**config.mk**
```make
export PLATFORM = sky130hd
export DESIGN_NAME = pcfd_top
export DESIGN_NICKNAME = d
export VERILOG_FILES = /design/src/pcfd_pkg.sv /design/src/pcfd_sync_edge.sv /design/src/pcfd_flut_cnt.sv /design/src/pcfd_top.sv
export SDC_FILE = /design/constraint.sdc
export NUM_CORES = 1
export LEC_CHECK = 0
export BUFFER_PORTS_ARGS = -buffer_cell sky130_fd_sc_hd__buf_2
export CORE_MARGIN = 2
export CORE_UTILIZATION = 60
export DETAILED_ROUTE_END_ITERATION = 10
export HOLD_SLACK_MARGIN = 0.15
export MAX_ROUTING_LAYER = met4
export PLACE_DENSITY = 0.86
export SYNTH_ARGS = -nofsm -noshare
export SYNTH_HDL_FRONTEND = slang
export SYNTH_SLANG_ARGS = --single-unit
```
**constraint.sdc**
```tcl
create_clock -name MCLK_I -period 3.15 [get_ports MCLK_I]
set_clock_uncertainty 0.1 [all_clocks]
set_input_delay 0.315 -clock MCLK_I [delete_from_list [all_inputs] [get_ports MCLK_I]]
set_output_delay 0.315 -clock MCLK_I [all_outputs]
set_load 0.01 [all_outputs]
```
**src/pcfd_pkg.sv**
```systemverilog
// Package of constants and types for the pulse counter flutter detector.
package pcfd_pkg;

    // Register word offsets on the plain register port.
    localparam logic [3:0] ADDR_MODE   = 4'h0;
    localparam logic [3:0] ADDR_STATUS = 4'h1;
    localparam logic [3:0] ADDR_MASK   = 4'h2;
    localparam logic [3:0] ADDR_CNTA   = 4'h3;
    localparam logic [3:0] ADDR_CNTB   = 4'h4;
    localparam logic [3:0] ADDR_FLUT   = 4'h5;
    localparam logic [3:0] ADDR_HIST   = 4'h6;

    // Mode register fields.
    localparam int MODE_QUAD_BIT   = 0;
    localparam int MODE_Q2D_BIT    = 1;
    localparam int MODE_STOP_BIT   = 2;
    localparam int MODE_FLTEN_BIT  = 3;
    localparam logic [7:0] MODE_RESET = 8'h00;

    // Status and mask fields.
    localparam int ST_START_BIT = 0;
    localparam int ST_END_BIT   = 1;
    localparam int ST_CNT_BIT   = 2;
    localparam logic [7:0] MASK_RESET = 8'h00;

    // Opposite-input edges that declare flutter.
    localparam logic [2:0] FLUTTER_EDGES = 3'h4;

    localparam int CNT_W = 16;

    typedef struct packed {
        logic rise_a;
        logic fall_a;
        logic rise_b;
        logic fall_b;
    } pcfd_edges_s;

    typedef struct packed {
        logic       wr;
        logic       rd;
        logic [3:0] addr;
        logic [7:0] wdata;
    } pcfd_bus_s;

    typedef enum logic [1:0] {
        PCFD_QUAD,
        PCFD_DUAL,
        PCFD_HALT
    } pcfd_count_e;

endpackage

```
**src/pcfd_sync_edge.sv**
```systemverilog
// Two-flop synchroniser and edge finder for one pulse input.
`timescale 1ns/1ps
module pcfd_sync_edge
    import pcfd_pkg::*;
(
    input  wire logic clk_i,
    input  wire logic rst_n_i,
    input  wire logic pin_i,
    output logic      level_o,
    output logic      rise_o,
    output logic      fall_o
);
    logic meta_reg;
    logic sync_reg;
    logic last_reg;

    always_ff @(posedge clk_i) begin
        if (!rst_n_i) begin
            meta_reg <= 1'b0;
            sync_reg <= 1'b0;
            last_reg <= 1'b0;
        end else begin
            meta_reg <= pin_i;
            sync_reg <= meta_reg;
            last_reg <= sync_reg;
        end
    end

    assign level_o = sync_reg;
    assign rise_o  = sync_reg & ~last_reg;
    assign fall_o  = ~sync_reg & last_reg;
endmodule

```
**src/pcfd_flut_cnt.sv**
```systemverilog
// One flutter counter for one reference edge type.
`timescale 1ns/1ps
module pcfd_flut_cnt
    import pcfd_pkg::*;
(
    input  wire logic clk_i,
    input  wire logic rst_n_i,
    input  wire logic ref_edge_i,
    input  wire logic opp_edge_i,
    output logic      flutter_o
);
    logic [2:0] cnt_reg;
    logic [2:0] cnt_next;

    // The reference edge wins over an opposite edge in the same cycle.
    assign cnt_next = ref_edge_i ? 3'h0 :
                      (opp_edge_i && cnt_reg != FLUTTER_EDGES) ?
                      cnt_reg + 3'h1 : cnt_reg;

    always_ff @(posedge clk_i) begin
        if (!rst_n_i) begin
            cnt_reg <= 3'h0;
        end else begin
            cnt_reg <= cnt_next;
        end
    end

    assign flutter_o = (cnt_reg == FLUTTER_EDGES);

    count_sat_a: assert property (@(posedge clk_i) disable iff (!rst_n_i)
        cnt_reg <= FLUTTER_EDGES)
        else $error("Flutter counter passed the threshold.");
    ref_clears_a: assert property (@(posedge clk_i) disable iff (!rst_n_i)
        ref_edge_i |=> cnt_reg == 3'h0 && !flutter_o)
        else $error("Reference edge did not clear the counter.");
endmodule

```
**src/pcfd_top.sv**
```systemverilog
// Flutter detector with two pulse counters and a register port.
`timescale 1ns/1ps
// Function
// - Flutter detection works in both quadrature and dual counting.
// - Four edge types each have their own flutter counter.
// - Flutter is declared after four opposite-input edges since reference.
// - Reference edge clears its counter; opposite edges increment it.
// - Detected flutter raises an interrupt and a wake-up when enabled.
// - Stop-count setting halts both counters during flutter in quadrature.
// - Quadrature-to-dual setting switches to dual counting on flutter.
// - Quadrature counting returns automatically when flutter ends.
// - Stop-count setting is ignored while quadrature-to-dual is set.
module pcfd_top
    import pcfd_pkg::*;
(
    input  wire logic       MCLK_I,
    input  wire logic       RST_N_I,
    input  wire logic       PULSE_INPUT_A_I,
    input  wire logic       PULSE_INPUT_B_I,
    input  wire logic [3:0] ADDR_I,
    input  wire logic [7:0] WDATA_I,
    input  wire logic       WR_I,
    input  wire logic       RD_I,
    output logic      [7:0] RDATA_O,
    output logic            IRQ_O,
    output logic            WAKE_O,
    output logic            FLUTTER_O
);
    pcfd_bus_s   bus;
    pcfd_edges_s edg;
    pcfd_edges_s flt;
    logic        lvl_a;
    logic        lvl_b;

    logic [7:0]       counter_mode_reg;
    logic [7:0]       status_reg;
    logic [7:0]       status_next;
    logic [7:0]       mask_reg;
    logic [CNT_W-1:0] cnt_a_reg;
    logic [CNT_W-1:0] cnt_a_next;
    logic [CNT_W-1:0] cnt_b_reg;
    logic [CNT_W-1:0] cnt_b_next;
    logic [7:0]       input_history_reg;
    logic [7:0]       rdata_reg;
    logic             irq_reg;
    logic             wake_reg;
    logic             flut_reg;

    assign bus = '{wr: WR_I, rd: RD_I, addr: ADDR_I, wdata: WDATA_I};

    pcfd_sync_edge u_sync_a (
        .clk_i   (MCLK_I),
        .rst_n_i (RST_N_I),
        .pin_i   (PULSE_INPUT_A_I),
        .level_o (lvl_a),
        .rise_o  (edg.rise_a),
        .fall_o  (edg.fall_a)
    );

    pcfd_sync_edge u_sync_b (
        .clk_i   (MCLK_I),
        .rst_n_i (RST_N_I),
        .pin_i   (PULSE_INPUT_B_I),
        .level_o (lvl_b),
        .rise_o  (edg.rise_b),
        .fall_o  (edg.fall_b)
    );

    wire any_a = edg.rise_a | edg.fall_a;
    wire any_b = edg.rise_b | edg.fall_b;

    // One counter per reference edge; the opposite input drives each.
    pcfd_flut_cnt u_fl_ra (
        .clk_i      (MCLK_I),
        .rst_n_i    (RST_N_I),
        .ref_edge_i (edg.rise_a),
        .opp_edge_i (any_b),
        .flutter_o  (flt.rise_a)
    );
    pcfd_flut_cnt u_fl_fa (
        .clk_i      (MCLK_I),
        .rst_n_i    (RST_N_I),
        .ref_edge_i (edg.fall_a),
        .opp_edge_i (any_b),
        .flutter_o  (flt.fall_a)
    );
    pcfd_flut_cnt u_fl_rb (
        .clk_i      (MCLK_I),
        .rst_n_i    (RST_N_I),
        .ref_edge_i (edg.rise_b),
        .opp_edge_i (any_a),
        .flutter_o  (flt.rise_b)
    );
    pcfd_flut_cnt u_fl_fb (
        .clk_i      (MCLK_I),
        .rst_n_i    (RST_N_I),
        .ref_edge_i (edg.fall_b),
        .opp_edge_i (any_a),
        .flutter_o  (flt.fall_b)
    );

    wire flt_en  = counter_mode_reg[MODE_FLTEN_BIT];
    wire quad    = counter_mode_reg[MODE_QUAD_BIT];
    wire q2d     = counter_mode_reg[MODE_Q2D_BIT];
    wire stop_on = counter_mode_reg[MODE_STOP_BIT];
    // Flutter holds until reference edges clear every full counter.
    wire flutter = flt_en & (|flt);
    wire f_start = flutter & ~flut_reg;
    wire f_end   = ~flutter & flut_reg;

    // Counting style chosen from the mode and the live flutter state.
    pcfd_count_e style;
    assign style = !quad ? PCFD_DUAL :
                   (q2d && flutter) ? PCFD_DUAL :
                   (!q2d && stop_on && flutter) ? PCFD_HALT :
                   PCFD_QUAD;

    // Quadrature: any edge counts in the direction the phase gives.
    // Direction a-leads-b goes to counter A, otherwise counter B.
    wire quad_fwd = (any_a & (lvl_a != lvl_b)) | (any_b & (lvl_a == lvl_b));

    always_comb begin
        cnt_a_next = cnt_a_reg;
        cnt_b_next = cnt_b_reg;
        case (style)
            PCFD_DUAL: begin
                if (edg.rise_a) begin
                    cnt_a_next = cnt_a_reg + 1'b1;
                end
                if (edg.rise_b) begin
                    cnt_b_next = cnt_b_reg + 1'b1;
                end
            end
            PCFD_QUAD: begin
                if ((any_a | any_b) && quad_fwd) begin
                    cnt_a_next = cnt_a_reg + 1'b1;
                end else if (any_a | any_b) begin
                    cnt_b_next = cnt_b_reg + 1'b1;
                end
            end
            PCFD_HALT: begin
                cnt_a_next = cnt_a_reg;
            end
            default: begin
                cnt_a_next = cnt_a_reg;
            end
        endcase
    end

    wire rd_status = bus.rd && bus.addr == ADDR_STATUS;
    wire [7:0] events = {5'h0, |{cnt_a_next[CNT_W-1] & ~cnt_a_reg[CNT_W-1],
                                 cnt_b_next[CNT_W-1] & ~cnt_b_reg[CNT_W-1]},
                         f_end, f_start};

    // A new event in the read cycle survives the read-clear.
    assign status_next = (rd_status ? 8'h00 : status_reg) | events;

    wire [7:0] rd_mux =
        bus.addr == ADDR_MODE   ? counter_mode_reg :
        bus.addr == ADDR_STATUS ? status_reg :
        bus.addr == ADDR_MASK   ? mask_reg :
        bus.addr == ADDR_CNTA   ? cnt_a_reg[7:0] :
        bus.addr == ADDR_CNTB   ? cnt_b_reg[7:0] :
        bus.addr == ADDR_FLUT   ? {3'h0, flutter, flt} :
        bus.addr == ADDR_HIST   ? input_history_reg : 8'h00;

    always_ff @(posedge MCLK_I) begin
        if (!RST_N_I) begin
            counter_mode_reg <= MODE_RESET;
            mask_reg         <= MASK_RESET;
        end else if (bus.wr) begin
            if (bus.addr == ADDR_MODE) begin
                counter_mode_reg <= bus.wdata;
            end
            if (bus.addr == ADDR_MASK) begin
                mask_reg <= bus.wdata;
            end
        end
    end

    always_ff @(posedge MCLK_I) begin
        if (!RST_N_I) begin
            cnt_a_reg         <= '0;
            cnt_b_reg         <= '0;
            input_history_reg <= 8'h00;
            status_reg        <= 8'h00;
            flut_reg          <= 1'b0;
        end else begin
            cnt_a_reg  <= cnt_a_next;
            cnt_b_reg  <= cnt_b_next;
            status_reg <= status_next;
            flut_reg   <= flutter;
            if (any_a | any_b) begin
                input_history_reg <= {input_history_reg[5:0], lvl_b, lvl_a};
            end
        end
    end

    always_ff @(posedge MCLK_I) begin
        if (!RST_N_I) begin
            rdata_reg <= 8'h00;
            irq_reg   <= 1'b0;
            wake_reg  <= 1'b0;
        end else begin
            rdata_reg <= bus.rd ? rd_mux : 8'h00;
            irq_reg   <= |(status_next & mask_reg);
            wake_reg  <= flutter;
        end
    end

    assign RDATA_O   = rdata_reg;
    assign IRQ_O     = irq_reg;
    assign WAKE_O    = wake_reg;
    assign FLUTTER_O = flut_reg;

    halt_holds_a: assert property (@(posedge MCLK_I) disable iff (!RST_N_I)
        style == PCFD_HALT |=> $stable(cnt_a_reg) && $stable(cnt_b_reg))
        else $error("Counters moved while halted.");
    q2d_no_halt_a: assert property (@(posedge MCLK_I) disable iff (!RST_N_I)
        q2d |-> style != PCFD_HALT)
        else $error("Stop setting acted with mode switch set.");
    switch_dual_a: assert property (@(posedge MCLK_I) disable iff (!RST_N_I)
        quad && q2d && flutter |-> style == PCFD_DUAL)
        else $error("No switch to dual on flutter.");
    back_quad_a: assert property (@(posedge MCLK_I) disable iff (!RST_N_I)
        quad && !flutter |-> style == PCFD_QUAD)
        else $error("Quadrature not restored after flutter.");
    dual_mode_a: assert property (@(posedge MCLK_I) disable iff (!RST_N_I)
        !quad |-> style == PCFD_DUAL)
        else $error("Dual mode not used with quadrature off.");
    start_irq_a: assert property (@(posedge MCLK_I) disable iff (!RST_N_I)
        f_start && mask_reg[ST_START_BIT] |=> IRQ_O)
        else $error("Flutter start raised no interrupt.");
    wake_follow_a: assert property (@(posedge MCLK_I) disable iff (!RST_N_I)
        flutter |=> WAKE_O && FLUTTER_O)
        else $error("Wake-up missing during flutter.");
    four_edges_a: assert property (@(posedge MCLK_I) disable iff (!RST_N_I)
        flt_en && !edg.rise_a && $rose(flt.rise_a) |-> $past(any_b))
        else $error("Flutter rose without an opposite edge.");
    end_clear_a: assert property (@(posedge MCLK_I) disable iff (!RST_N_I)
        f_end |=> status_reg[ST_END_BIT])
        else $error("Flutter end not recorded.");

    // Read data stand only in the cycle after a read, so idle reads are 0.
    rdata_idle_a: assert property (@(posedge MCLK_I) disable iff (!RST_N_I)
        !bus.rd |=> RDATA_O == 8'h00)
        else $error("Read data shown without a read.");
    irq_level_a: assert property (@(posedge MCLK_I) disable iff (!RST_N_I)
        IRQ_O == |(status_reg & $past(mask_reg)))
        else $error("Interrupt level disagrees with status.");
    status_clear_a: assert property (@(posedge MCLK_I) disable iff (!RST_N_I)
        rd_status && events == 8'h00 |=> status_reg == 8'h00)
        else $error("Status read did not clear.");
    dual_a_inc_a: assert property (@(posedge MCLK_I) disable iff (!RST_N_I)
        style == PCFD_DUAL && edg.rise_a |=>
        cnt_a_reg == $past(cnt_a_reg) + 16'h0001)
        else $error("Dual count A missed a rising edge.");
    dual_b_inc_a: assert property (@(posedge MCLK_I) disable iff (!RST_N_I)
        style == PCFD_DUAL && edg.rise_b |=>
        cnt_b_reg == $past(cnt_b_reg) + 16'h0001)
        else $error("Dual count B missed a rising edge.");
    quad_moves_a: assert property (@(posedge MCLK_I) disable iff (!RST_N_I)
        style == PCFD_QUAD && (any_a | any_b) |=>
        cnt_a_reg != $past(cnt_a_reg) || cnt_b_reg != $past(cnt_b_reg))
        else $error("Quadrature edge not counted.");
    flut_level_a: assert property (@(posedge MCLK_I) disable iff (!RST_N_I)
        FLUTTER_O == $past(flutter))
        else $error("Flutter output lags its state.");
    flt_off_a: assert property (@(posedge MCLK_I) disable iff (!RST_N_I)
        !flt_en |=> !FLUTTER_O && !WAKE_O)
        else $error("Flutter shown while detection is off.");
    mode_write_a: assert property (@(posedge MCLK_I) disable iff (!RST_N_I)
        bus.wr && bus.addr == ADDR_MODE |=>
        counter_mode_reg == $past(bus.wdata))
        else $error("Mode write did not land.");
    hist_shift_a: assert property (@(posedge MCLK_I) disable iff (!RST_N_I)
        (any_a | any_b) |=>
        input_history_reg[1:0] == {$past(lvl_b), $past(lvl_a)})
        else $error("History missed an input edge.");

    // The count registers are read through an eight-bit window.
    if (CNT_W < 8) begin : g_width_chk
        $error("Counter width must be at least eight bits.");
    end
endmodule

```
==> results of run 1 <==
[report_power, final]
| group | total [mW] | internal [mW] | switching, mW |
|---|---|---|---|
| combinational | 0.162 | 0.0601 | 0.102 |
| clock | 0.849 | 0.444 | 0.406 |
| sequential | 1.19 | 1.18 | 0.0142 |
| total | 2.20 | 1.68 | 0.522 |
[cells by family (layout without fill, tap and decap cells)]
family,after synthesis,count (layout)
mux,31,31
simple gates,201,201
xor+xnor,33,33
compound gates,79,79
buf+inv,40,74
fa+ha+maj,14,14
flops,92,92
[path summary, 6_finish.rpt]
check                              to  cells after the start               from  slack, ns
hold reg to reg      u_sync_b.level_o                      1  u_sync_b.meta_reg       0.34
setup reg to reg                IRQ_O                      8   u_sync_b.level_o       0.43
setup / recovery                IRQ_O                      8   u_sync_b.level_o       0.43
hold / removal    counter_mode_reg[1]                      3         WDATA_I[1]       0.16
[worst reg2reg max path: cells and delay by family (launching register included)]
family	cells	cell delay, ns
fa+ha+maj	1	0.62
mux	1	0.07
flops	1	0.41
buf+inv	1	0.10
compound gates	3	0.84
simple gates	2	0.45
[cell usage after synthesis (12+ instances only)]
cell type  count
dfxtp_1       92
a21oi_1       35
ha_1          14
xor2_1        12
nand2_1       24
nand3_1       19
clkbuf_1      15
xnor2_1       21
inv_1         17
nor2_1        72
mux2i_1       30
[per-stage QoR]
step	cell area, um2	util (%)
2_1_floorplan	4300	-
3_5_place_dp	4490	65.4
3_3_place_gp	4490	65.4
6_report	4810	70.0
5_1_grt	4810	70.0
4_1_cts	4810	70.0
[final cells by class]
class | count | share of cell area (%)
Clock buffer | 9 | 2.58
Clock inverter | 6 | 1.85
Inverter | 18 | 1.41
Multi-Input combinational cell | 358 | 47.9
Sequential cell | 92 | 38.3
Tap cell | 96 | 2.50
Timing Repair Buffer | 41 | 5.47
[routing by layer]
layer  vias up  GRT usage, %
met5         -             -
met4         0          8.95
met3        16          6.34
met2       128          45.4
met1      1741          33.6
li1       1771             -
==> results_tabular.tex, run 1 <==
\begin{tabular}{lr}
\hline
Metric & Value \\
\hline
\multicolumn{2}{l}{\textbf{Yosys}} \\
\quad Top\_reg\_cell synth & dfxtp\_1 \\
\quad XOR/XNOR share of the synthesized area & under 10\% \\
\quad Distinct cell type count of the synthesized netlist & 50 \\
\quad Synthesized-area fraction occupied by and/or/nand/nor cells & 24.2\% \\
\quad Synth top area cells & dfxtp\_1 43\%, mux2i\_1 7.0\%, nor2\_1 6.3\% \\
\quad Post-synthesis share of cell area spent on full adders, half adders and majority gates & 4.08\% \\
\quad Count of yosys warnings during synthesis & 0 \\
\quad Fraction of the mapped netlist area in compound gates & roughly 11\% \\
\quad Proportion of synthesized area in mux cells & 7.25\% \\
\quad Post-synth net total & about 520 \\
\quad Post-Syn Area per Cell & approximately 8.8 um2 \\
\quad Proportion of register bits with asynchronous set or reset after synthesis & 0\% \\
\quad Summed instance area of the synthesized netlist & 0.00430 mm2 \\
\quad Cell taking the most area after synthesis & dfxtp\_1 \\
\quad Dominant combinational cell family by area after synthesis & simple AND/OR/NAND/NOR gates \\
\quad Proportion of netlist area held by the largest area contributor & 42.9\% \\
\quad Synthesis-stage register bit count & a little over 90 \\
\quad Number of standard cells after synthesis & 490 \\
\quad Portion of the post-synthesis area used by sequential elements & 42.9\% \\
\quad Post-synth EDFFs & 0 \\
\multicolumn{2}{l}{\textbf{Clock network}} \\
\quad Root Driver & clkbuf\_8 \\
\quad Number of buffers created by CTS & 9 \\
\quad Resized Gates After CTS & 0 \\
\quad Post-CTS Hold Buffers & 10 \\
\quad Clock tree from TritonCTS & built \\
\quad Worst-path clk slew & approximately 0.090 ns \\
\quad Clock latency on the worst-skew pair & approximately 0.36 ns \\
\quad H-tree levels & 3 \\
\quad Num Clock Sinks & 92 \\
\quad Post CTS Setup Buffer Count & 0 \\
\quad Clock Tree Buf Depth & 2 \\
\multicolumn{2}{l}{\textbf{Route}} \\
\quad Average wire per standard cell & 16.0 um \\
\quad Drt total wl & $\sim$9900 um \\
\quad Highest signal layer in the routed design & met4 \\
\quad Total met2 wirelength after detailed routing & 4820 um \\
\quad Total DRC errors in the routed layout & 0 \\
\quad Vias after detailed routing & 3656 \\
\quad Amount of wire on met3 after detailed routing & 580 um \\
\quad M1 wire length & 4320 um \\
\quad Post-detailed-route count of antenna-violating nets & 0 \\
\quad Router iterations before antenna repair & 6 \\
\quad Vias per std cell & 5.90 \\
\quad Iteration-0 DRC count of the detailed router & between 300 and 400 \\
\multicolumn{2}{l}{\textbf{Placement}} \\
\quad Inst Count DP & 595 \\
\quad Number of buffer cells added on primary ports & 28 \\
\quad Detailed placer's ending HPWL & 6940 um \\
\quad Gpl congestion & 0.933 \\
\quad Worst slack at placement & 0.503 ns \\
\multicolumn{2}{l}{\textbf{Run status}} \\
\quad Result of the run & complete, no violations \\
\multicolumn{2}{l}{\textbf{Finish}} \\
\quad Fill cells & 524 \\
\quad Net total in the final layout & 552 \\
\quad Highest-count cells in the layout ignoring fill and taps & 92 x dfxtp\_1, 72 x nor2\_1, 35 x a21oi\_1 \\
\quad Area of the multi-input gates & 0.00230 mm2 \\
\quad Number of standard cells in the final layout excluding fillers & 620 \\
\quad Most common cell after layout, fill and taps aside & dfxtp\_1 \\
\quad Sequential cell area in the final layout & around 0.0018 mm2 \\
\quad Synthesis-to-layout area growth & 11.9\% \\
\quad Share of post-route cells with drive strength above 1 & between 10\% and 20\% \\
\quad Antenna fix cells & 0 \\
\multicolumn{2}{l}{\textbf{Floorplanning}} \\
\quad Initial core utilization & 62.6\% \\
\quad Count of boundary I/O pins & 29 \\
\quad Die height & 88.6 um \\
\quad Row count & 30 \\
\quad Die area & 0.00785 mm2 \\
\quad Die Span X & 88.6 um \\
\quad Floorplan core area & 0.00687 mm2 \\
\multicolumn{2}{l}{\textbf{Worst setup path}} \\
\quad Cell family with most CP delay & compound AO/OA/AOI/OAI gates \\
\quad Cell-by-cell listing of the critical path & inv\_1, ha\_1, nand3b\_1, mux2i\_1, a221o\_1, and2\_1, a31oi\_1, o22ai\_1 \\
\quad Data required time of the worst path & 3.26 ns \\
\quad Critical path start-end classification & reg -> reg \\
\quad CP max-delay cell & ha\_1 \\
\quad CP Launch Type & flip-flop \\
\quad Slowest Stage Delay on Critical Path & 0.62 ns \\
\quad Maximum fanout along the worst path & 17 \\
\quad Endpoint type of the worst setup path & flip-flop \\
\quad Buffering stage count on the worst path with inverters included & 1 \\
\quad Arrival time of the worst setup path & 2.83 ns \\
\multicolumn{2}{l}{\textbf{STA}} \\
\quad Slew Limit Fails & 0 \\
\quad Final hold violation count & 0 \\
\quad Worst hold slack & 0.160 ns \\
\quad Unrepaired setup endpoints after global routing & false \\
\quad Smallest setup slack after layout & 0.433 ns \\
\quad Setup TNS & 0 ns \\
\quad Slew of the pin with the lowest slew margin & 0.992 ns \\
\quad Worst slew margin relative to its limit & 33.8\% \\
\quad Number of endpoints failing setup at the final stage & 0 \\
\quad Final critical path time including I/O delays and setup & 2.72 ns \\
\quad Fmax & roughly 370 MHz \\
\quad Period Utilization, post-route & 86.2\% \\
\multicolumn{2}{l}{\textbf{Flow run}} \\
\quad Maximum Capacitance Violations & 0 \\
\multicolumn{2}{l}{\textbf{Power}} \\
\quad Worst vdd ir & around 330 uV \\
\quad Cell area power density & 458 mW/mm2 \\
\quad Leak Pwr & 1.95 nW \\
\quad Final Total Pwr & roughly 2.2 mW \\
\multicolumn{2}{l}{\textbf{Global routing}} \\
\quad Aggregate global-route resource usage & $\sim$28\% \\
\quad Initial antenna violation count & 0 \\
\quad Maximum number of pins on one net before global-route repair & 60 \\
\quad GRT overflow & 0 \\
\quad Wire length of the first global-routing pass & roughly 16000 um \\
\quad Number of global-route vias before repair & 3470 \\
\multicolumn{2}{l}{\textbf{Worst hold path}} \\
\quad Path type of the worst min-delay path & in -> reg \\
\hline
\end{tabular}
Power figures use the tool's default switching activity.
==> run 2: changes to the inputs <==
Settings changed: SYNTH_HIERARCHICAL set to 1.
==> results_tabular.tex, run 2 <==
\begin{tabular}{lr}
\hline
Metric & Value \\
\hline
\multicolumn{2}{l}{\textbf{STA}} \\
\quad Period Utilization, post-route & 91.2\% (+5.0 points) \\
\quad Slew Limit Fails & 0 (unchanged) \\
\quad Setup TNS & 0 ns (unchanged) \\
\quad Number of endpoints failing setup at the final stage & 0 (unchanged) \\
\quad Unrepaired setup endpoints after global routing & false \\
\quad Final hold violation count & 0 (unchanged) \\
\quad Final critical path time including I/O delays and setup & 2.87 ns (+0.156 ns) \\
\quad Fmax & 348 MHz (-5.4\%) \\
\quad Slew of the pin with the lowest slew margin & 0.746 ns (-0.246 ns) \\
\quad Worst slew margin relative to its limit & 50.3\% (+16 points) \\
\multicolumn{2}{l}{\textbf{Worst hold path}} \\
\quad Path type of the worst min-delay path & in -> reg \\
\multicolumn{2}{l}{\textbf{Finish}} \\
\quad Utilization of the core after routing & 69.0\% (-0.94 points) \\
\quad Fill cells & 542 (+3.4\%) \\
\quad Highest-count cells in the layout ignoring fill and taps & 92 x dfxtp\_1, 52 x nor2\_1, 48 x nand2\_1 \\
\quad Synthesis-to-layout area growth & 11.6\% \\
\quad Net total in the final layout & 573 (+3.8\%) \\
\quad Antenna fix cells & 0 (unchanged) \\
\quad Most common cell after layout, fill and taps aside & dfxtp\_1 \\
\quad Share of post-route cells with drive strength above 1 & 11.5\% (+0.77 points) \\
\multicolumn{2}{l}{\textbf{Placement}} \\
\quad Gpl congestion & 0.890 (-4.7\%) \\
\quad Number of buffer cells added on primary ports & 28 (unchanged) \\
\quad Detailed placer's ending HPWL & 6960 um (+0.30\%) \\
\multicolumn{2}{l}{\textbf{Yosys}} \\
\quad Summed instance area of the synthesized netlist & 0.00446 mm2 (+3.9\%) \\
\quad Proportion of netlist area held by the largest area contributor & 41.3\% (-1.6 points) \\
\quad Post-synth EDFFs & 0 (unchanged) \\
\quad Number of standard cells after synthesis & 512 (+4.5\%) \\
\quad Cell taking the most area after synthesis & dfxtp\_1 \\
\quad Synthesis-stage register bit count & 92 (unchanged) \\
\quad Distinct cell type count of the synthesized netlist & 54 (+8.0\%) \\
\quad Top\_reg\_cell synth & dfxtp\_1 \\
\quad Proportion of register bits with asynchronous set or reset after synthesis & 0\% (unchanged) \\
\quad Synth top area cells & dfxtp\_1 41\%, mux2i\_1 7.6\%, a21oi\_1 5.3\% \\
\quad Portion of the post-synthesis area used by sequential elements & 41.3\% (-1.6 points) \\
\quad Post-synth net total & 540 (+3.4\%) \\
\quad Commonest cells in the netlist & 92 x dfxtp\_1, 52 x nor2\_1, 48 x nand2\_1 \\
\quad Post-Syn Area per Cell & 8.72 um2 (-0.56\%) \\
\quad Count leader, synth & dfxtp\_1 \\
\quad Count of yosys warnings during synthesis & 6 (+6) \\
\multicolumn{2}{l}{\textbf{Route}} \\
\quad Router iterations before antenna repair & 5 (-1) \\
\quad Total DRC errors in the routed layout & 0 (unchanged) \\
\quad Vias after detailed routing & 3825 (+4.6\%) \\
\quad Average wire per standard cell & 15.6 um (-2.1\%) \\
\quad Vias per std cell & 5.89 (about the same) \\
\quad Iteration-0 DRC count of the detailed router & 340 (+9.3\%) \\
\quad Drt total wl & 10100 um (+2.5\%) \\
\quad Post-detailed-route count of antenna-violating nets & 0 (unchanged) \\
\multicolumn{2}{l}{\textbf{Clock network}} \\
\quad Clock latency on the worst-skew pair & 0.37 ns (about the same) \\
\quad Resized Gates After CTS & 0 (unchanged) \\
\quad Number of buffers created by CTS & 9 (unchanged) \\
\quad H-tree levels & 3 (unchanged) \\
\quad Clock Tree Buf Depth & 2 (unchanged) \\
\quad Clock tree from TritonCTS & built \\
\quad Worst-path clk slew & 0.10 ns (about the same) \\
\quad Root Driver & clkbuf\_8 \\
\quad Num Clock Sinks & 92 (unchanged) \\
\multicolumn{2}{l}{\textbf{Global routing}} \\
\quad Maximum number of pins on one net before global-route repair & 58 (-3.3\%) \\
\quad Number of global-route vias before repair & 3595 (+3.6\%) \\
\quad Wire length of the first global-routing pass & 17400 um (+7.7\%) \\
\quad Aggregate global-route resource usage & 26.9\% (-0.71 points) \\
\quad GRT overflow & 0 (unchanged) \\
\quad Initial antenna violation count & 0 (unchanged) \\
\multicolumn{2}{l}{\textbf{Flow run}} \\
\quad Maximum Capacitance Violations & 0 (unchanged) \\
\multicolumn{2}{l}{\textbf{Power}} \\
\quad Cell area power density & 440 mW/mm2 (-4.0\%) \\
\quad Clock network power share & 38.0\% (-0.6 points) \\
\quad Switching power total & 0.553 mW (+6.1\%) \\
\quad Int Power & 1.64 mW (-2.6\%) \\
\quad Part of the power in registers & 54.4\% (+0.3 points) \\
\quad Fraction of power spent switching nets & 25.3\% (+1.6 points) \\
\quad Worst vdd ir & 269 uV (-19\%) \\
\quad Comb pwr share & 7.6\% (+0.3 points) \\
\quad Leak Pwr & 1.87 nW (-3.9\%) \\
\multicolumn{2}{l}{\textbf{Worst setup path}} \\
\quad CP Launch Type & flip-flop \\
\quad Critical path start-end classification & reg -> reg \\
\quad Maximum fanout along the worst path & 15 (-2) \\
\quad Arrival time of the worst setup path & 3.01 ns (+0.18 ns) \\
\quad Data required time of the worst path & 3.29 ns (+0.03 ns) \\
\quad Endpoint type of the worst setup path & flip-flop \\
\multicolumn{2}{l}{\textbf{Floorplanning}} \\
\quad Initial core utilization & 61.9\% (-0.67 points) \\
\quad Die area & 0.00815 mm2 (+3.7\%) \\
\quad Row count & 31 (+3.3\%) \\
\quad Die height & 90.3 um (+1.9\%) \\
\quad Floorplan core area & 0.00721 mm2 (+5.0\%) \\
\quad Count of boundary I/O pins & 29 (unchanged) \\
\quad Die Span X & 90.3 um (+1.9\%) \\
\multicolumn{2}{l}{\textbf{Run status}} \\
\quad Result of the run & complete, no violations \\
\hline
\end{tabular}
## run 2: changes by cell type in the layout (fill, tap and decap cells not counted), sizes merged, moves of 6 or more
cell     delta
a2111oi     +7
a21oi      +12
a22oi       -8
nand2      +24
nand3b     +11
nand4       -7
nor2       -20
o21ai      +10
o22ai       -7
or3         +6
xor2       -10
## run 2: per-layer routing
| metal | up-vias | part of all wire, % | GRT usage [%] |
|---|---|---|---|
| met1 | 1782 | 44 | 35.8 |
| met4 | 0 | 2.2 | 9.74 |
| met5 | - | 0 | - |
| li1 | 1863 | - | - |
| met2 | 153 | 48 | 41.7 |
| met3 | 27 | 5.8 | 4.51 |
## run 2: final timing paths
path	start	end	slack (ns)	cells past startpoint
worst max-delay path	u_fl_fb/cnt_reg[0]	cnt_b_reg[11]	0.28	9
worst min-delay path	WR_I	counter_mode_reg[4]	0.19	3
worst max register to register	u_fl_fb/cnt_reg[0]	cnt_b_reg[11]	0.28	9
worst min register to register	u_sync_b/meta_reg	u_sync_b/level_o	0.34	1
## run 2: worst max-delay path, stage by stage (launching register included)
cell,delay (ns)
dfxtp_1,0.39
inv_1,0.06
ha_1,0.21
and2_1,0.20
o41ai_4,0.53
o21a_2,0.25
o21ai_2,0.22
a2111oi_1,0.55
xnor2_1,0.18
nor2_1,0.05
## run 2: per-stage QoR
step / worst slack (ns) / instances / hold WS [ns] / power (mW) / area (um2)
after floorplan: 0.703 / 512 / 0.312 / 1.32 / 4460
after detailed placement: 0.309 / 623 / 0.321 / 1.37 / 4670
after global placement: 0.411 / 623 / 0.320 / 1.36 / 4670
after CTS: 0.287 / 649 / 0.175 / 2.19 / 4980
after global routing: 0.0436 / 649 / 0.205 / 2.27 / 4980
final: 0.277 / 649 / 0.185 / 2.19 / 4980
## run 2: cell families (layout without fill, tap and decap cells)
| family | Yosys count | count (layout) | synth area share, % |
|---|---|---|---|
| buffers and inverters | 40 | 78 | 3.73 |
| AND/OR/NAND/NOR | 211 | 211 | 24.8 |
| multiplexers | 34 | 34 | 7.62 |
| adder cells (fa/ha/maj) | 10 | 10 | 2.80 |
| XOR/XNOR | 24 | 24 | 4.71 |
| AO/OA/AOI/OAI | 101 | 101 | 15.1 |
| flip-flops | 92 | 92 | 41.3 |
## run 2: power groups by stage
stage | Sequential (mW) | Clock [mW] | Combinational [mW]
detailed placement | 1.22 | 0 | 0.152
CTS | 1.19 | 0.840 | 0.162
global route | 1.19 | 0.891 | 0.182
finish | 1.19 | 0.833 | 0.166
floorplan | 1.22 | 0 | 0.106
global placement | 1.22 | 0 | 0.147
## run 2: layout make-up
type	count	area (um2)	area share, %
Multi-Input combinational cell	380	2460	49.3
Sequential cell	92	1840	37.0
Timing Repair Buffer	44	285	5.73
Clock buffer	10	138	2.76
Tap cell	99	124	2.49
Clock inverter	6	68.8	1.38
Inverter	18	67.6	1.36
## run 2: timing repair
| item | in CTS | in global routing |
|---|---|---|
| hold endpoints to repair | 17 | 0 |
| setup buffers | 0 | 0 |
| hold buffers | 10 | 0 |
==> run 3: changes to the inputs <==
--- a/config.mk
+++ b/config.mk
@@ -7,10 +7,11 @@
 export LEC_CHECK = 0
 export BUFFER_PORTS_ARGS = -buffer_cell sky130_fd_sc_hd__buf_2
+export CORE_ASPECT_RATIO = 0.7
 export CORE_MARGIN = 2
-export CORE_UTILIZATION = 60
+export CORE_UTILIZATION = 61
 export DETAILED_ROUTE_END_ITERATION = 10
 export HOLD_SLACK_MARGIN = 0.15
 export MAX_ROUTING_LAYER = met4
-export PLACE_DENSITY = 0.86
+export PLACE_DENSITY = 0.87
 export SYNTH_ARGS = -nofsm -noshare
 export SYNTH_HDL_FRONTEND = slang
--- a/constraint.sdc
+++ b/constraint.sdc
@@ -3,3 +3,3 @@
 set_input_delay 0.315 -clock MCLK_I [delete_from_list [all_inputs] [get_ports MCLK_I]]
 set_output_delay 0.315 -clock MCLK_I [all_outputs]
-set_load 0.01 [all_outputs]
+set_load 0.1 [all_outputs]
==> results_tabular.tex, run 3 (synthesized netlist as in run 2, its figures left out) <==
\begin{tabular}{lr}
\hline
Metric & Value \\
\hline
\multicolumn{2}{l}{\textbf{Run status}} \\
\quad Result of the run & complete, no violations \\
\multicolumn{2}{l}{\textbf{Finish}} \\
\quad Antenna fix cells & 0 (unchanged) \\
\quad Net total in the final layout & 574 (+0.17\%) \\
\quad Utilization of the core after routing & 69.6\% (+0.61 points) \\
\quad Highest-count cells in the layout ignoring fill and taps & 92 x dfxtp\_1, 52 x nor2\_1, 48 x nand2\_1 \\
\quad Share of post-route cells with drive strength above 1 & 11.4\% (-0.021 points) \\
\quad Most common cell after layout, fill and taps aside & dfxtp\_1 \\
\quad Synthesis-to-layout area growth & 12.2\% \\
\multicolumn{2}{l}{\textbf{Route}} \\
\quad Amount of wire on met3 after detailed routing & 696 um (+17\%) \\
\quad Drt total wl & 10300 um (+1.8\%) \\
\quad Total DRC errors in the routed layout & 0 (unchanged) \\
\quad Iteration-0 DRC count of the detailed router & 307 (-9.7\%) \\
\quad Post-detailed-route count of antenna-violating nets & 0 (unchanged) \\
\quad Total met2 wirelength after detailed routing & 4670 um (-3.4\%) \\
\quad Vias per std cell & 5.86 (-0.65\%) \\
\quad Average wire per standard cell & 15.9 um (+1.8\%) \\
\quad Vias after detailed routing & 3800 (-0.65\%) \\
\quad Highest signal layer in the routed design & met4 \\
\quad Router iterations before antenna repair & 6 (+1) \\
\quad M1 wire length & 4810 um (+7.0\%) \\
\multicolumn{2}{l}{\textbf{Worst setup path}} \\
\quad Beginning of the worst register-to-register path & u\_fl\_rb/cnt\_reg[0] \\
\quad Data required time of the worst path & 3.31 ns (+0.02 ns) \\
\quad Endpoint type of the worst setup path & flip-flop \\
\quad Maximum fanout along the worst path & 15 (unchanged) \\
\quad Critical path start-end classification & reg -> reg \\
\quad Crit path launch & u\_fl\_rb/cnt\_reg[0] \\
\quad CP Launch Type & flip-flop \\
\quad Arrival time of the worst setup path & 2.96 ns (-0.05 ns) \\
\multicolumn{2}{l}{\textbf{STA}} \\
\quad Worst hold slack & 0.209 ns (+0.0238 ns) \\
\quad Worst slew margin relative to its limit & 52.2\% (+1.9 points) \\
\quad Final hold violation count & 0 (unchanged) \\
\quad Fmax & 357 MHz (+2.7\%) \\
\quad Setup TNS & 0 ns (unchanged) \\
\quad Unrepaired setup endpoints after global routing & false \\
\quad Slew of the pin with the lowest slew margin & 0.717 ns (-0.0288 ns) \\
\quad Smallest setup slack after layout & 0.352 ns (+0.0742 ns) \\
\quad Period Utilization, post-route & 88.8\% (-2.4 points) \\
\quad Number of endpoints failing setup at the final stage & 0 (unchanged) \\
\quad Slew Limit Fails & 0 (unchanged) \\
\quad Final critical path time including I/O delays and setup & 2.80 ns (-0.0742 ns) \\
\multicolumn{2}{l}{\textbf{Clock network}} \\
\quad H-tree levels & 3 (unchanged) \\
\quad Clock Tree Buf Depth & 2 (unchanged) \\
\quad Resized Gates After CTS & 0 (unchanged) \\
\quad Root Driver & clkbuf\_8 \\
\quad Num Clock Sinks & 92 (unchanged) \\
\quad Clock tree from TritonCTS & built \\
\quad Worst-path clk slew & 0.09 ns (about the same) \\
\quad Number of buffers created by CTS & 9 (unchanged) \\
\quad Clock latency on the worst-skew pair & 0.36 ns (about the same) \\
\multicolumn{2}{l}{\textbf{Placement}} \\
\quad Number of buffer cells added on primary ports & 28 (unchanged) \\
\quad Detailed placer's ending HPWL & 7200 um (+3.4\%) \\
\quad Gpl congestion & 0.885 (-0.46\%) \\
\quad Worst slack at placement & 0.389 ns (+0.0794 ns) \\
\multicolumn{2}{l}{\textbf{Floorplanning}} \\
\quad Initial core utilization & 62.1\% (+0.22 points) \\
\quad Row count & 26 (-16\%) \\
\quad Die height & 75.6 um (-16\%) \\
\quad Die area & 0.00803 mm2 (-1.4\%) \\
\quad Count of boundary I/O pins & 29 (unchanged) \\
\quad Die Span X & 106 um (+18\%) \\
\quad Floorplan core area & 0.00719 mm2 (-0.35\%) \\
\multicolumn{2}{l}{\textbf{Flow run}} \\
\quad Maximum Capacitance Violations & 0 (unchanged) \\
\multicolumn{2}{l}{\textbf{Power}} \\
\quad Leak Pwr & 1.88 nW (+0.57\%) \\
\quad Worst vdd ir & 292 uV (+8.5\%) \\
\quad Cell area power density & 449 mW/mm2 (+2.1\%) \\
\quad Final Total Pwr & 2.25 mW (+2.6\%) \\
\multicolumn{2}{l}{\textbf{Global routing}} \\
\quad Number of global-route vias before repair & 3508 (-2.4\%) \\
\quad Maximum number of pins on one net before global-route repair & 58 (unchanged) \\
\quad Initial antenna violation count & 0 (unchanged) \\
\quad Aggregate global-route resource usage & 27.2\% (+0.28 points) \\
\quad Wire length of the first global-routing pass & 16500 um (-5.2\%) \\
\quad GRT overflow & 0 (unchanged) \\
\multicolumn{2}{l}{\textbf{Worst hold path}} \\
\quad Min-Delay Startpoint & WR\_I \\
\quad Path type of the worst min-delay path & in -> reg \\
\hline
\end{tabular}
## run 3: cell types whose count changed in the layout (fill, tap and decap cells not counted)
cell       before  now
buf_4           6    7
bufinv_16       1    2
clkbuf_1        0    1
clkinv_2        1    0
clkinv_4        1    2
inv_6           2    0
## run 3: path summary, 6_finish.rpt
| check | end | slack [ns] | depth (start not counted) |
|---|---|---|---|
| worst max-delay path | cnt_b_reg[14] | 0.35 | 9 |
| worst min-delay path | counter_mode_reg[0] | 0.21 | 3 |
| worst max register to register | cnt_b_reg[14] | 0.35 | 9 |
| worst min register to register | u_sync_a/level_o | 0.34 | 1 |
## run 3: layer usage
metal | vias to the layer above | track usage, %
met5 | - | -
li1 | 1872 | -
met3 | 20 | 5.73
met2 | 121 | 42.9
met4 | 0 | 7.16
met1 | 1787 | 36.1
## run 3: area by class of cell
class	count	area (um2)
Tap cell	98	123
Clock inverter	5	85.1
Fill cell	539	2180
Inverter	18	67.6
Multi-Input combinational cell	380	2460
Sequential cell	92	1840
Clock buffer	11	141
Timing Repair Buffer	45	293
## run 3: power breakdown
group | switching (mW) | internal (mW) | total (mW)
combinational | 0.111 | 0.0650 | 0.176
clock | 0.408 | 0.471 | 0.880
sequential | 0.0139 | 1.18 | 1.19
## run 3: through the flow
step	instance area [um2]	cells
after global placement	4680	623
after detailed placement	4680	623
after global routing	5010	649
after CTS	5010	649
final	5010	649
after floorplan	4460	512
## run 3: repair_timing
item / in CTS / in global routing
endpoints found under the hold margin: 18 / 0
hold buffers: 10 / 0
setup buffers: 0 / 0
## run 3: worst max-delay path, stage by stage, from the launching register on
cell and delay [ns]:
dfxtp_1 0.39, inv_1 0.07, ha_1 0.22, and2_1 0.21, o41ai_4 0.46, o21ai_0 0.22, nand2_1 0.50, a2111oi_2 0.16
and3_1 0.21, o21a_1 0.17
